File: config.mk
export PLATFORM = sky130hd
export DESIGN_NAME = tocfg_top
export DESIGN_NICKNAME = d
export VERILOG_FILES = /design/src/shared/tocfg_pkg.sv /design/src/core/tocfg_top.sv /design/src/core/tocfg_chan.sv
export SDC_FILE = /design/constraint.sdc
export NUM_CORES = 1
export LEC_CHECK = 0
export BUFFER_PORTS_ARGS = -buffer_cell sky130_fd_sc_hd__buf_2
export CORE_ASPECT_RATIO = 0.5
export CORE_MARGIN = 2
export CORE_UTILIZATION = 51
export CTS_CLUSTER_DIAMETER = 200
export DETAILED_ROUTE_END_ITERATION = 8
export GPL_TIMING_DRIVEN = 0
export PLACE_DENSITY = 0.8
export SLEW_MARGIN = 20
export SYNTH_ARGS = -nofsm -noshare
export SYNTH_HDL_FRONTEND = slang
export SYNTH_HIERARCHICAL = 1
export SYNTH_SLANG_ARGS = --single-unit
File: constraint.sdc
create_clock -name clock -period 4.73 [get_ports clock]
set_input_delay 0.946 -clock clock [delete_from_list [all_inputs] [get_ports clock]]
set_output_delay 0.946 -clock clock [all_outputs]
set_load 0.03 [all_outputs]
File: src/shared/tocfg_pkg.sv
// tocfg_pkg: register map, field positions, reset values and shared types
// assumes a byte-wide register space reached through a 32-bit avalon slave
package tocfg_pkg;
  // register indices; printed offsets are not multiples of four
  localparam logic [7:0] IDX_LOCAL_CORR = 8'h71;
  localparam logic [7:0] IDX_REMOTE2_CORR = 8'h72;
  localparam logic [7:0] IDX_SETUP_TWO = 8'h73;
  localparam logic [7:0] IDX_CHAN_SELECT = 8'h55;
  localparam logic [7:0] IDX_TEST_TWO = 8'h7f;
  localparam logic [7:0] IDX_CTRL = 8'hc0;
  localparam logic [7:0] IDX_LIMITS = 8'hc1;
  localparam logic [7:0] IDX_HYST = 8'hc2;
  localparam logic [7:0] IDX_START = 8'hc3;
  localparam logic [7:0] IDX_STATUS = 8'hc4;
  localparam logic [7:0] IDX_MASK = 8'hc5;
  localparam logic [7:0] IDX_REPORT = 8'hc6;
  localparam logic [7:0] IDX_DUTY = 8'hc7;
  // setup two, test two and control fields
  localparam int SETUP_AVG_OFF = 4;
  localparam int SETUP_ATTENUATOR_BYPASS = 5;
  localparam int SETUP_SINGLE = 6;
  localparam int SETUP_SHUTDOWN_REQUEST = 7;
  localparam int TEST_EXT_SINGLE_CHANNEL_CONVERT = 2;
  localparam int CTRL_LOCK = 0;
  localparam int CTRL_OT_OUT = 1;
  localparam int CTRL_POL = 2;
  // reset values and fixed codes
  localparam logic [7:0] RST_CORR = 8'h00;
  localparam logic [7:0] RST_SETUP = 8'h00;
  localparam logic [7:0] RST_LIMIT = 8'h64;
  localparam logic [7:0] RST_START = 8'h5a;
  localparam logic [3:0] RST_HYST = 4'h4;
  localparam logic [7:0] LIMIT_OFF = 8'h80;
  localparam logic [7:0] DUTY_FULL = 8'hff;
  localparam logic [7:0] DUTY_OFF = 8'h00;
  localparam logic [2:0] SEL_2V5 = 3'b000;
  localparam logic [2:0] SEL_SUPPLY = 3'b010;
  localparam logic [2:0] SEL_REMOTE1 = 3'b101;
  localparam logic [2:0] SEL_LOCAL = 3'b110;
  localparam logic [2:0] SEL_REMOTE2 = 3'b111;
  // conversion slot timing
  localparam int SLOT_NS_AVG = 1000;
  localparam int SLOT_NS_FAST = 200;
  localparam int CLK_NS = 10;
  localparam int SLOT_CYC_AVG = SLOT_NS_AVG / CLK_NS;
  localparam int SLOT_CYC_FAST = SLOT_NS_FAST / CLK_NS;
  typedef struct packed {
    logic [7:0] local_temp;
    logic [7:0] remote1_temp;
    logic [7:0] remote2_temp;
  } tocfg_temps_t;
  typedef enum logic [1:0] {
    TOCFG_COOL = 2'b00,
    TOCFG_FAIL = 2'b01
  } tocfg_safe_t;
endpackage

File: src/core/tocfg_top.sv
// tocfg_top: temperature correction, second setup register, fail-safe and lock
// assumes an avalon-mm master with 32-bit data, word addresses = register index
//
// Behaviour
// - add signed local correction, quarter degree steps
// - add signed remote two correction likewise
// - lock freezes corrections and setup two
// - overtemperature forces all fans full duty unless setup bit 7 shuts them down
// - limit 0x80 disables that channel's fail-safe
// - full duty until below limit minus hysteresis
// - overtemp pin output may pull low
// - per-channel hysteresis holds minimum duty below start
// - setup bits 0-3 select two-wire fan sensing
// - setup bit 4 turns averaging off
// - setup bit 5 bypasses the 2.5 V attenuator
// - setup bit 6 selects single-channel conversion
// - channel select bits 7:5 choose input
// - test bit 2 lets fan-sense pin start conversions
// - setup bit 7 shuts down, fans off
module tocfg_top #(
  parameter int NUM_FANS = 4,
  parameter int NUM_PWM = 3
) (
  input wire logic clock,
  input wire logic rst,
  input wire logic [7:0] avs_address,
  input wire logic avs_read,
  input wire logic avs_write,
  input wire logic [31:0] avs_writedata,
  output logic [31:0] avs_readdata,
  output logic avs_waitrequest,
  input wire logic [9:0] raw_local_quarter,
  input wire logic [9:0] raw_remote1_quarter,
  input wire logic [9:0] raw_remote2_quarter,
  input wire logic [7:0] fan_duty_request,
  input wire logic ext_single_channel_convert_clock,
  output tocfg_pkg::tocfg_temps_t temps,
  output logic [NUM_PWM-1:0][7:0] fan_duty,
  output logic [NUM_PWM-1:0] fan_pwm_level_off,
  output logic [NUM_FANS-1:0] fan_two_wire_sense,
  output logic averaging_off,
  output logic attenuator_bypass,
  output logic [2:0] convert_channel,
  output logic convert_start,
  output logic overtemp_pin_out,
  output logic overtemp_pin_oe,
  output logic irq
);
  logic [7:0] local_corr;
  logic [7:0] remote2_corr;
  logic [7:0] setup_two;
  logic [7:0] chan_select;
  logic [7:0] test_two;
  logic [7:0] ctrl;
  logic [2:0][7:0] limits;
  logic [2:0][3:0] hysts;
  logic [2:0][7:0] starts;
  logic [3:0] status;
  logic [3:0] mask;
  logic [2:0] fail;
  logic [2:0] running;
  logic [2:0] above;
  logic [2:0] fail_q;
  logic [2:0][7:0] ch_temp;
  logic wr;
  logic rd;
  logic wr_go;
  logic rd_go;
  logic rd_load;
  logic locked;
  logic [9:0] next_local;
  logic [9:0] next_remote2;
  logic [7:0] slot_cnt;
  logic [7:0] slot_len;
  logic ext_q;
  logic single_channel_convert_pulse;
  logic [3:0] events;
  logic any_fail;

  assign wr = avs_write && !avs_read;
  assign rd = avs_read && !avs_write;
  assign wr_go = wr && !avs_waitrequest;
  assign rd_go = rd && !avs_waitrequest;
  assign rd_load = rd && avs_waitrequest;
  assign locked = ctrl[tocfg_pkg::CTRL_LOCK];

  // one wait state: read data loads while waitrequest is high,
  // so it already stands at the edge where the master sees it low
  always_ff @(posedge clock) begin
    if (rst) begin
      avs_waitrequest <= 1'b1;
    end else if ((avs_read || avs_write) && avs_waitrequest) begin
      avs_waitrequest <= 1'b0;
    end else begin
      avs_waitrequest <= 1'b1;
    end
  end

  // signed quarter-degree correction, result truncated to whole degrees
  assign next_local = raw_local_quarter + {{2{local_corr[7]}}, local_corr};
  assign next_remote2 = raw_remote2_quarter + {{2{remote2_corr[7]}}, remote2_corr};

  always_ff @(posedge clock) begin
    if (rst) begin
      temps <= '0;
    end else begin
      temps.local_temp <= next_local[9:2];
      temps.remote1_temp <= raw_remote1_quarter[9:2];
      temps.remote2_temp <= next_remote2[9:2];
    end
  end

  // channel order: 0 remote1, 1 local, 2 remote2
  assign ch_temp[0] = temps.remote1_temp;
  assign ch_temp[1] = temps.local_temp;
  assign ch_temp[2] = temps.remote2_temp;

  // lock only ever sets; clearing it needs a reset, by design
  always_ff @(posedge clock) begin
    if (rst) begin
      local_corr <= tocfg_pkg::RST_CORR;
      remote2_corr <= tocfg_pkg::RST_CORR;
      setup_two <= tocfg_pkg::RST_SETUP;
      limits <= {3{tocfg_pkg::RST_LIMIT}};
      hysts <= {3{tocfg_pkg::RST_HYST}};
      starts <= {3{tocfg_pkg::RST_START}};
    end else if (wr_go && !locked) begin
      case (avs_address)
        tocfg_pkg::IDX_LOCAL_CORR: local_corr <= avs_writedata[7:0];
        tocfg_pkg::IDX_REMOTE2_CORR: remote2_corr <= avs_writedata[7:0];
        tocfg_pkg::IDX_SETUP_TWO: setup_two <= avs_writedata[7:0];
        tocfg_pkg::IDX_LIMITS: limits <= avs_writedata[23:0];
        tocfg_pkg::IDX_HYST: hysts <= avs_writedata[11:0];
        tocfg_pkg::IDX_START: starts <= avs_writedata[23:0];
        default: ;
      endcase
    end
  end

  always_ff @(posedge clock) begin
    if (rst) begin
      chan_select <= 8'h00;
      test_two <= 8'h00;
      ctrl <= 8'h00;
      mask <= 4'h0;
    end else if (wr_go) begin
      case (avs_address)
        tocfg_pkg::IDX_CHAN_SELECT: chan_select <= avs_writedata[7:0];
        tocfg_pkg::IDX_TEST_TWO: test_two <= avs_writedata[7:0];
        tocfg_pkg::IDX_CTRL: ctrl <= avs_writedata[7:0] | {7'h00, locked};
        tocfg_pkg::IDX_MASK: mask <= avs_writedata[3:0];
        default: ;
      endcase
    end
  end

  genvar gi;
  generate
    for (gi = 0; gi < 3; gi++) begin : g_chan
      tocfg_chan u_chan (
        .clock(clock),
        .rst(rst),
        .temp(ch_temp[gi]),
        .limit(limits[gi]),
        .start(starts[gi]),
        .hyst(hysts[gi]),
        .fail(fail[gi]),
        .running(running[gi]),
        .above(above[gi])
      );
    end
  endgenerate

  assign any_fail = |fail;

  // shutdown beats fail-safe: fans off is what software asked
  always_ff @(posedge clock) begin
    if (rst) begin
      fan_duty <= '0;
      fan_pwm_level_off <= '0;
    end else begin
      for (int i = 0; i < NUM_PWM; i++) begin
        fan_pwm_level_off[i] <= ctrl[tocfg_pkg::CTRL_POL];
        if (setup_two[tocfg_pkg::SETUP_SHUTDOWN_REQUEST]) begin
          fan_duty[i] <= tocfg_pkg::DUTY_OFF;
        end else if (any_fail) begin
          fan_duty[i] <= tocfg_pkg::DUTY_FULL;
        end else if (running[i]) begin
          fan_duty[i] <= fan_duty_request;
        end else begin
          fan_duty[i] <= tocfg_pkg::DUTY_OFF;
        end
      end
    end
  end

  // setup bits drive the converter and sense muxes directly
  always_ff @(posedge clock) begin
    if (rst) begin
      fan_two_wire_sense <= '0;
      averaging_off <= 1'b0;
      attenuator_bypass <= 1'b0;
      convert_channel <= tocfg_pkg::SEL_2V5;
      overtemp_pin_out <= 1'b0;
      overtemp_pin_oe <= 1'b0;
    end else begin
      fan_two_wire_sense <= setup_two[NUM_FANS-1:0];
      averaging_off <= setup_two[tocfg_pkg::SETUP_AVG_OFF];
      attenuator_bypass <= setup_two[tocfg_pkg::SETUP_ATTENUATOR_BYPASS];
      convert_channel <= setup_two[tocfg_pkg::SETUP_SINGLE] ? chan_select[7:5] : 3'b000;
      overtemp_pin_out <= 1'b0;
      overtemp_pin_oe <= ctrl[tocfg_pkg::CTRL_OT_OUT] && (|above);
    end
  end

  // conversion slot pacing; averaging off shortens the slot
  assign slot_len = setup_two[tocfg_pkg::SETUP_AVG_OFF] ?
                    8'(tocfg_pkg::SLOT_CYC_FAST - 1) : 8'(tocfg_pkg::SLOT_CYC_AVG - 1);

  always_ff @(posedge clock) begin
    if (rst) begin
      slot_cnt <= 8'h00;
      ext_q <= 1'b0;
      convert_start <= 1'b0;
    end else begin
      ext_q <= ext_single_channel_convert_clock;
      if (test_two[tocfg_pkg::TEST_EXT_SINGLE_CHANNEL_CONVERT]) begin
        convert_start <= ext_single_channel_convert_clock && !ext_q;
        slot_cnt <= 8'h00;
      end else if (slot_cnt >= slot_len) begin
        convert_start <= 1'b1;
        slot_cnt <= 8'h00;
      end else begin
        convert_start <= 1'b0;
        slot_cnt <= slot_cnt + 8'h01;
      end
    end
  end

  // events: rising fail-safe per channel, any accepted write while locked
  always_ff @(posedge clock) begin
    if (rst) begin
      fail_q <= 3'b000;
    end else begin
      fail_q <= fail;
    end
  end
  assign events = {wr_go && locked, fail & ~fail_q};

  // set beats the read clear
  always_ff @(posedge clock) begin
    if (rst) begin
      status <= 4'h0;
    end else if (rd_go && avs_address == tocfg_pkg::IDX_STATUS) begin
      status <= events;
    end else begin
      status <= status | events;
    end
  end

  always_ff @(posedge clock) begin
    if (rst) begin
      irq <= 1'b0;
    end else begin
      irq <= |((status | events) & ~mask);
    end
  end

  always_ff @(posedge clock) begin
    if (rst) begin
      avs_readdata <= 32'h0000_0000;
    end else if (rd_load) begin
      case (avs_address)
        tocfg_pkg::IDX_LOCAL_CORR: avs_readdata <= {24'h000000, local_corr};
        tocfg_pkg::IDX_REMOTE2_CORR: avs_readdata <= {24'h000000, remote2_corr};
        tocfg_pkg::IDX_SETUP_TWO: avs_readdata <= {24'h000000, setup_two};
        tocfg_pkg::IDX_CHAN_SELECT: avs_readdata <= {24'h000000, chan_select};
        tocfg_pkg::IDX_TEST_TWO: avs_readdata <= {24'h000000, test_two};
        tocfg_pkg::IDX_CTRL: avs_readdata <= {24'h000000, ctrl};
        tocfg_pkg::IDX_LIMITS: avs_readdata <= {8'h00, limits};
        tocfg_pkg::IDX_HYST: avs_readdata <= {20'h00000, hysts};
        tocfg_pkg::IDX_START: avs_readdata <= {8'h00, starts};
        // events of the load cycle are reported, not lost to the clear
        tocfg_pkg::IDX_STATUS: avs_readdata <= {28'h0000000, status | events};
        tocfg_pkg::IDX_MASK: avs_readdata <= {28'h0000000, mask};
        tocfg_pkg::IDX_REPORT: avs_readdata <= {8'h00, temps};
        tocfg_pkg::IDX_DUTY: avs_readdata <= {15'h0000, fail, running, above, fan_duty[0]};
        default: avs_readdata <= 32'h0000_0000;
      endcase
    end
  end
endmodule // tocfg_top

File: src/core/tocfg_chan.sv
// tocfg_chan: per-channel overtemperature fail-safe and start hysteresis
// assumes temperatures as unsigned whole degrees, already corrected
module tocfg_chan (
  input wire logic clock,
  input wire logic rst,
  input wire logic [7:0] temp,
  input wire logic [7:0] limit,
  input wire logic [7:0] start,
  input wire logic [3:0] hyst,
  output logic fail,
  output logic running,
  output logic above
);
  tocfg_pkg::tocfg_safe_t state;
  logic [8:0] ot_release;
  logic [8:0] start_release;
  assign ot_release = {1'b0, limit} - {5'h00, hyst};
  assign start_release = {1'b0, start} - {5'h00, hyst};
  // limit 0x80 turns the fail-safe off
  always_ff @(posedge clock) begin
    if (rst) begin
      state <= tocfg_pkg::TOCFG_COOL;
    end else begin
      case (state)
        tocfg_pkg::TOCFG_COOL: begin
          if (limit != tocfg_pkg::LIMIT_OFF && temp > limit) begin
            state <= tocfg_pkg::TOCFG_FAIL;
          end
        end
        tocfg_pkg::TOCFG_FAIL: begin
          if (limit == tocfg_pkg::LIMIT_OFF || {1'b0, temp} < ot_release) begin
            state <= tocfg_pkg::TOCFG_COOL;
          end
        end
        default: state <= tocfg_pkg::TOCFG_COOL;
      endcase
    end
  end
  assign fail = (state == tocfg_pkg::TOCFG_FAIL);
  // start hysteresis keeps minimum duty while temp stays above start minus hyst
  always_ff @(posedge clock) begin
    if (rst) begin
      running <= 1'b0;
    end else if (temp > start) begin
      running <= 1'b1;
    end else if ({1'b0, temp} <= start_release) begin
      running <= 1'b0;
    end
  end
  // pin asserts one whole degree above limit; quarter bits are dropped before the compare
  assign above = (limit != tocfg_pkg::LIMIT_OFF) && (temp > limit);
endmodule // tocfg_chan

==> flow_summary.toml, run 1 <==
[status]
status = "completed"

[cts]
numCtsBuffers = 20
cts_setup_buffers = 0
root_buffer = "clkbuf_16"
ctsResizeCount = 0
cts_tree = "done"
cts_buffer_depth = 3
clock-sinks = 220
cts.htree.levels = 1
cts_hold_buf = 0
clock_latency_ns = 0.51
clkSlewWorstSetupHoldPaths_ns = 0.07

[power_and_ir_drop]
pwr-share-clk = 0.421
power_switching_uw = 1150
p_seq_frac = 0.460
p_leak_uw = 0.00703
sw_frac_of_total = 0.272
internal-power_uw = 3090
vdd_drop_max_mv = 0.221
power.density_mw_per_mm2 = 284
power.share.combinational = 0.119

[hold_path]
min_path_cells = 2
hold_class = "flop to flop"

[floorplanning]
fp.coreArea_mm2 = 0.0251
die_h_um = 117
die_width_um = 230
initial_core_util = 0.518
placementRows = 41
die-area_mm2 = 0.0269
io_pins = 180

[route]
firstDrtPassIters = 7
drt_iter0_drc = 1293
vias = 12400
drc = 0
postRouteAntennaNets = 0
wl_um = 43100
wl_per_cell_um = 20.9
via_per_inst = 6.01

[sta]
report.final.slew_viol_count = 0
setup_viol = 0
finalCritPeriodShare = 0.682
fin_crit_ns = 3.23
rsz0062_at_grt = "false"
worst_slew_pin_slew_ns = 0.981
slew_headroom = 0.329
fin_tns_setup_ns = 0
skew_ns = 0.00826
max_freq_mhz = 310
hold_violations = 0

[synth]
synth-seq-cells = 220
avgSynthCellArea_um2 = 8.56
synthDistinctLibCells = 78
async_flop_share = 0
ys.flop_type = "dfxtp_1"
synth_top_cells_by_count = "dfxtp_1, nand2_1, ha_1, a21oi_1, nor2_1"
yosysTopAreaCellShare = 0.338
synth.area.top_cells = "dfxtp_1, ha_1, nand2_1"
netlist_area_mm2 = 0.0130
ys_seq_area_frac = 0.338
syn_inst = 1521
synth_edf_count = 0
yosys.cell_count.top_type = "dfxtp_1"
synth_largest_area_cell = "dfxtp_1"
ys_warn_count = 6

[flow_run]
maxCapViolCount = 0

[placed_design]
place_congestion = 0.999
place.port_buffers = 149
hpwl_um = 33000
placedCellCount = 2022

[critical_path]
worstSetupPathType = "flop to flop"
rr_worst_depth = 12
worstSetupEndpointType = "flop"
slowest_delay_ns = 0.45
start_kind = "flop"
critPathMaxFanout = 5
cp_cell_sequence = "inv_1 -> ha_1 -> fa_1 -> nor2b_1 -> o21ai_1 -> a21oi_1 -> a21oi_1 -> ha_1 -> a21o_1 -> a2111oi_0 -> o21ai_0 -> a22o_1"
worst-endpoint-required_ns = 5.13
worstPathArrival_ns = 3.63
slowest_stage = "dfxtp_1"

[cells_and_area]
diodes = 0
nets = 1926
seq_area_mm2 = 0.00440
final_layout_size_suffix_gt1_frac = 0.171
areaGrowthSynthToFinish_pct = 14.7
final_cells = 2058
multi_input_area_mm2 = 0.00793
fill_cells = 2227

[global_routing]
antenna_found_initial = 1
grtUsageTotal = 0.313
grt_pass1_wl_um = 65000
grt_pass1_vias = 11500
grt_max_degree = 17
overflow = 0
## logic make-up after synthesis
logic type               share of synthesized area
flip-flops                                   0.338
multiplexers                                0.0720
other                                     0.000288
adder cells (fa/ha/maj)                      0.141
AO/OA/AOI/OAI                                0.153
buffers and inverters                       0.0558
XOR/XNOR                                    0.0343
AND/OR/NAND/NOR                              0.205
## power by group through the flow
| stage | registers [µW] | logic, µW | clock network, µW |
|---|---|---|---|
| after floorplan | 2040 | 246 | 0 |
| after global placement | 1990 | 483 | 0 |
| after detailed placement | 1990 | 488 | 0 |
| after CTS | 1950 | 492 | 1770 |
| after global routing | 1950 | 537 | 1850 |
| final | 1950 | 503 | 1790 |
## sequential cells by signal (all words and copies together) (netlist names), 3 cells and up
register / count
avs_readdata: 24
chan_select: 8
convert_channel: 3
ctrl: 8
fail_q: 3
fan_duty: 24
fan_two_wire_sense: 4
g_chan.u_chan/running: 3
g_chan.u_chan/state: 3
hysts: 12
limits: 24
local_corr: 8
mask: 4
remote2_corr: 8
setup_two: 8
slot_cnt: 8
starts: 24
status: 4
temps: 24
test_two: 8
## critical path: cells and delay by family (launching register included)
kind	cells	cell delay, ns
fa+ha+maj	3	0.96
compound gates	7	1.43
flops	1	0.45
simple gates	1	0.17
buf+inv	1	0.11
## metrics by stage
step	utilization	hold slack, ns	area, µm²	total power (µW)	setup slack (ns)
2_1_floorplan	-	0.434	13100	2290	1.97
3_3_place_gp	0.566	0.438	14200	2470	1.50
6_report	0.594	0.454	14900	4240	1.50
4_1_cts	0.594	0.454	14900	4210	1.59
3_5_place_dp	0.566	0.438	14200	2480	1.51
5_1_grt	0.594	0.469	14900	4350	1.29
## per-layer routing
layer  track usage  part of all wire
met4         0.119             0.036
met2         0.489              0.42
met3        0.0845              0.13
met5             0           0.00037
met1         0.419              0.41
## cells in the final DEF, fill, tap and decap left out, types with 11 or more instances in the layout
| cell | instances |
|---|---|
| nor3_1 | 22 |
| mux2i_1 | 60 |
| nand4_1 | 27 |
| inv_1 | 73 |
| ha_1 | 137 |
| a22oi_1 | 29 |
| a211oi_1 | 14 |
| clkbuf_16 | 21 |
| nor2b_1 | 52 |
| clkbuf_1 | 41 |
| nand3_1 | 66 |
| nand2b_1 | 13 |
| o21ai_1 | 21 |
| xor2_1 | 21 |
| a21o_1 | 12 |
| nand2_1 | 183 |
| mux2_2 | 22 |
| buf_4 | 18 |
| xnor2_1 | 30 |
| and3_1 | 11 |
| buf_2 | 175 |
| nor2_1 | 115 |
| dfxtp_1 | 220 |
| a21oi_1 | 120 |
| o21ai_0 | 30 |
## final cells by class
cell class                      instances  area share
Inverter                               73      0.0183
Multi-Input combinational cell       1148       0.531
Sequential cell                       220       0.295
Timing Repair Buffer                  149      0.0499
Buffer                                 88      0.0303
Clock buffer                           28      0.0390
Clock inverter                          8     0.00821
Tap cell                              344      0.0288
## worst paths after layout
| path | from | slack [ns] | endpoint |
|---|---|---|---|
| max reg2reg | limits[16] | 1.50 | g_chan[2].u_chan/state[0] |
| min | avs_readdata[9] | 0.45 | avs_readdata[9] |
| min reg2reg | avs_readdata[9] | 0.45 | avs_readdata[9] |
| max | limits[16] | 1.50 | g_chan[2].u_chan/state[0] |
(Power assumes the default switching activity.)
==> inputs of run 2 (changes only) <==
--- a/config.mk
+++ b/config.mk
@@ -5,6 +5,7 @@
 export SDC_FILE = /design/constraint.sdc
 export NUM_CORES = 1
 export LEC_CHECK = 0
+export ABC_AREA = 1
 export BUFFER_PORTS_ARGS = -buffer_cell sky130_fd_sc_hd__buf_2
 export CORE_ASPECT_RATIO = 0.5
 export CORE_MARGIN = 2
==> constraint.sdc (replaced) <==
create_clock -name clock -period 3.3 [get_ports clock]
set_input_delay 0.66 -clock clock [delete_from_list [all_inputs] [get_ports clock]]
set_output_delay 0.66 -clock clock [all_outputs]
set_load 0.03 [all_outputs]
==> run 2 against run 1 <==
  * Critical path depth is 3 higher
  * Total power grew 36%
  * Non-clock buffer count is 6 lower
  * Flip-flop and latch count unchanged
  * Global-route usage is 0.086 points lower
  * Die area increased by 1.8%
  * Cell area up 1.5%
  * Critical path type unchanged
  * Critical endpoint is now g_chan[1].u_chan/running
==> flow_summary.toml, run 2 <==
[critical_path]
worstSetupEndpointType = "flop"
worstSetupPathType = "flop to flop"
critPathBufInv = 2
rr_worst_depth = 15
cp_cell_sequence = "inv_1 -> ha_1 -> fa_1 -> inv_1 -> a21oi_1 -> nor2_2 -> nor2_2 -> xor2_1 -> ha_1 -> a21oi_1 -> o21ai_0 -> o21ai_0 -> nand2_1 -> nand2_1 -> a21oi_1"
r2r_setup_slack_ns = 0.73
rr_startpoint = "starts[8]"
slowest_delay_ns = 0.43
start_kind = "flop"
endpoint = "g_chan[1].u_chan/running"
cp_top_family = "adder cells"
cp-startpoint = "starts[8]"
worstPathArrival_ns = 2.96
timing.rr.end = "g_chan[1].u_chan/running"
critPathMaxFanout = 4
worst-endpoint-required_ns = 3.69
slowest_stage = "dfxtp_1"
crit_path_frequent_cell = "a21oi_1"
cp.depth = 15

[cells_and_area]
nets = 2296
areaGrowthSynthToFinish_pct = 14.3
multi_input_area_mm2 = 0.00764
fin_util = 0.597
seq_area_mm2 = 0.00440
fill_cells = 2357
layout_common_cells = "nand2_1, inv_1, dfxtp_1, buf_2"
final_cells = 2425
final_layout_size_suffix_gt1_frac = 0.142
final_common_cell = "nand2_1"

[placed_design]
placedCellCount = 2391
place_congestion = 0.994
place.port_buffers = 160
pre_cts_slack_ns = 0.318
hpwl_um = 33100

[floorplanning]
die-area_mm2 = 0.0274
die_h_um = 118
initial_core_util = 0.522
io_pins = 180
die_width_um = 232
placementRows = 41
fp.coreArea_mm2 = 0.0254

[cts]
cts_hold_buf = 0
cts_setup_buffers = 0
clkSlewWorstSetupHoldPaths_ns = 0.07
ctsResizeCount = 0
cts.htree.levels = 1
numCtsBuffers = 21
clock-sinks = 220
root_buffer = "clkbuf_16"
clock_latency_ns = 0.52
cts_tree = "done"
cts_buffer_depth = 3

[global_routing]
antenna_found_initial = 1
overflow = 0
grtUsageTotal = 0.312
grt_pass1_vias = 12400
grt_pass1_wl_um = 66900
grt_max_degree = 16

[synth]
avgSynthCellArea_um2 = 7.06
syn_inst = 1879
synth_largest_area_cell = "dfxtp_1"
synth_top_cells_by_count = "nand2_1, inv_1, dfxtp_1, a21oi_1, nor2_1"
yosys.cell_count.top_type = "nand2_1"
async_flop_share = 0
synth-seq-cells = 220
ys_warn_count = 6
ys.flop_type = "dfxtp_1"
synthDistinctLibCells = 44
synth_edf_count = 0
synth.area.top_cells = "dfxtp_1, ha_1, nand2_1"
netlist_area_mm2 = 0.0133
ys_seq_area_frac = 0.332
yosysTopAreaCellShare = 0.332

[sta]
fin_tns_setup_ns = 0
setup_viol = 0
hold_violations = 0
finalCritPeriodShare = 0.779
skew_ns = 0.0152
report.final.slew_viol_count = 0
slew_headroom = 0.388
worst_slew_pin_slew_ns = 0.910
rsz0062_at_grt = "false"
max_freq_mhz = 389
fin_crit_ns = 2.57
fin_ws_ns = 0.728

[power_and_ir_drop]
p_leak_uw = 0.00783
power.density_mw_per_mm2 = 380
vdd_drop_max_mv = 0.278

[route]
drc = 0
drt_iter0_drc = 1685
via_per_inst = 5.50
wl_per_cell_um = 17.5
wl_um = 42500
vias = 13300
postRouteAntennaNets = 0
firstDrtPassIters = 6

[hold_path]
hold_class = "primary input to flop"

[flow_run]
maxCapViolCount = 0

[status]
status = "completed"
## run 2: cell type report
cell class,count,share of cell area
timing repair buffer,160,0.0528
sequential,220,0.290
tap,344,0.0284
clock inverter,4,0.00173
multi-input combinational,1356,0.504
buffer,71,0.0233
inverter,240,0.0594
clock buffer,29,0.0399
antenna,1,0.000165
## run 2: cell families after synthesis
family          after synthesis  share of synthesized area
compound gates              364                      0.147
xor+xnor                     41                     0.0282
fa+ha+maj                   143                      0.138
buf+inv                     311                     0.0945
flops                       220                      0.332
other cells                   1                   0.000283
simple gates                799                      0.260
## run 2: how the worst min path moves through the flow
stage | depth (start not counted) | to | start
after global routing | 3 | temps[9] | raw_remote1_quarter[3]
after global placement | 1 | slot_cnt[0] | slot_cnt[0]
after CTS | 3 | temps[13] | raw_remote1_quarter[7]
after detailed placement | 2 | test_two[3] | test_two[3]
final | 3 | temps[11] | raw_remote1_quarter[5]
after floorplan | 2 | fan_pwm_level_off[0] | ctrl[2]
## run 2: tightest hold or removal path, stage by stage
cell    delay, ns
buf_2        0.07
inv_1        0.03
nor2_1       0.06
## run 2: per-stage QoR
stage | hold WS (ns) | power, µW | area (µm²)
final | 0.347 | 5770 | 15200
after CTS | 0.343 | 5750 | 15200
after global routing | 0.353 | 5950 | 15200
after floorplan | 0.413 | 3220 | 13300
after global placement | 0.432 | 3470 | 14500
after detailed placement | 0.437 | 3480 | 14500
## run 2: power breakdown
part           switching [µW]  total (µW)  internal, µW
clock network            1060        2330          1280
logic                     450         645           195
registers                75.0        2790          2720
total                    1580        5770          4190
## run 2: layer usage
metal | part of all wire | track usage | wire length (µm) | vias to the layer above
met4 | 0.029 | 0.0901 | 1240 | 0
li1 | - | - | - | 6467
met2 | 0.44 | 0.498 | 18700 | 702
met1 | 0.42 | 0.423 | 17700 | 6051
met3 | 0.12 | 0.0683 | 4920 | 107
met5 | 0 | 0 | 0 | -
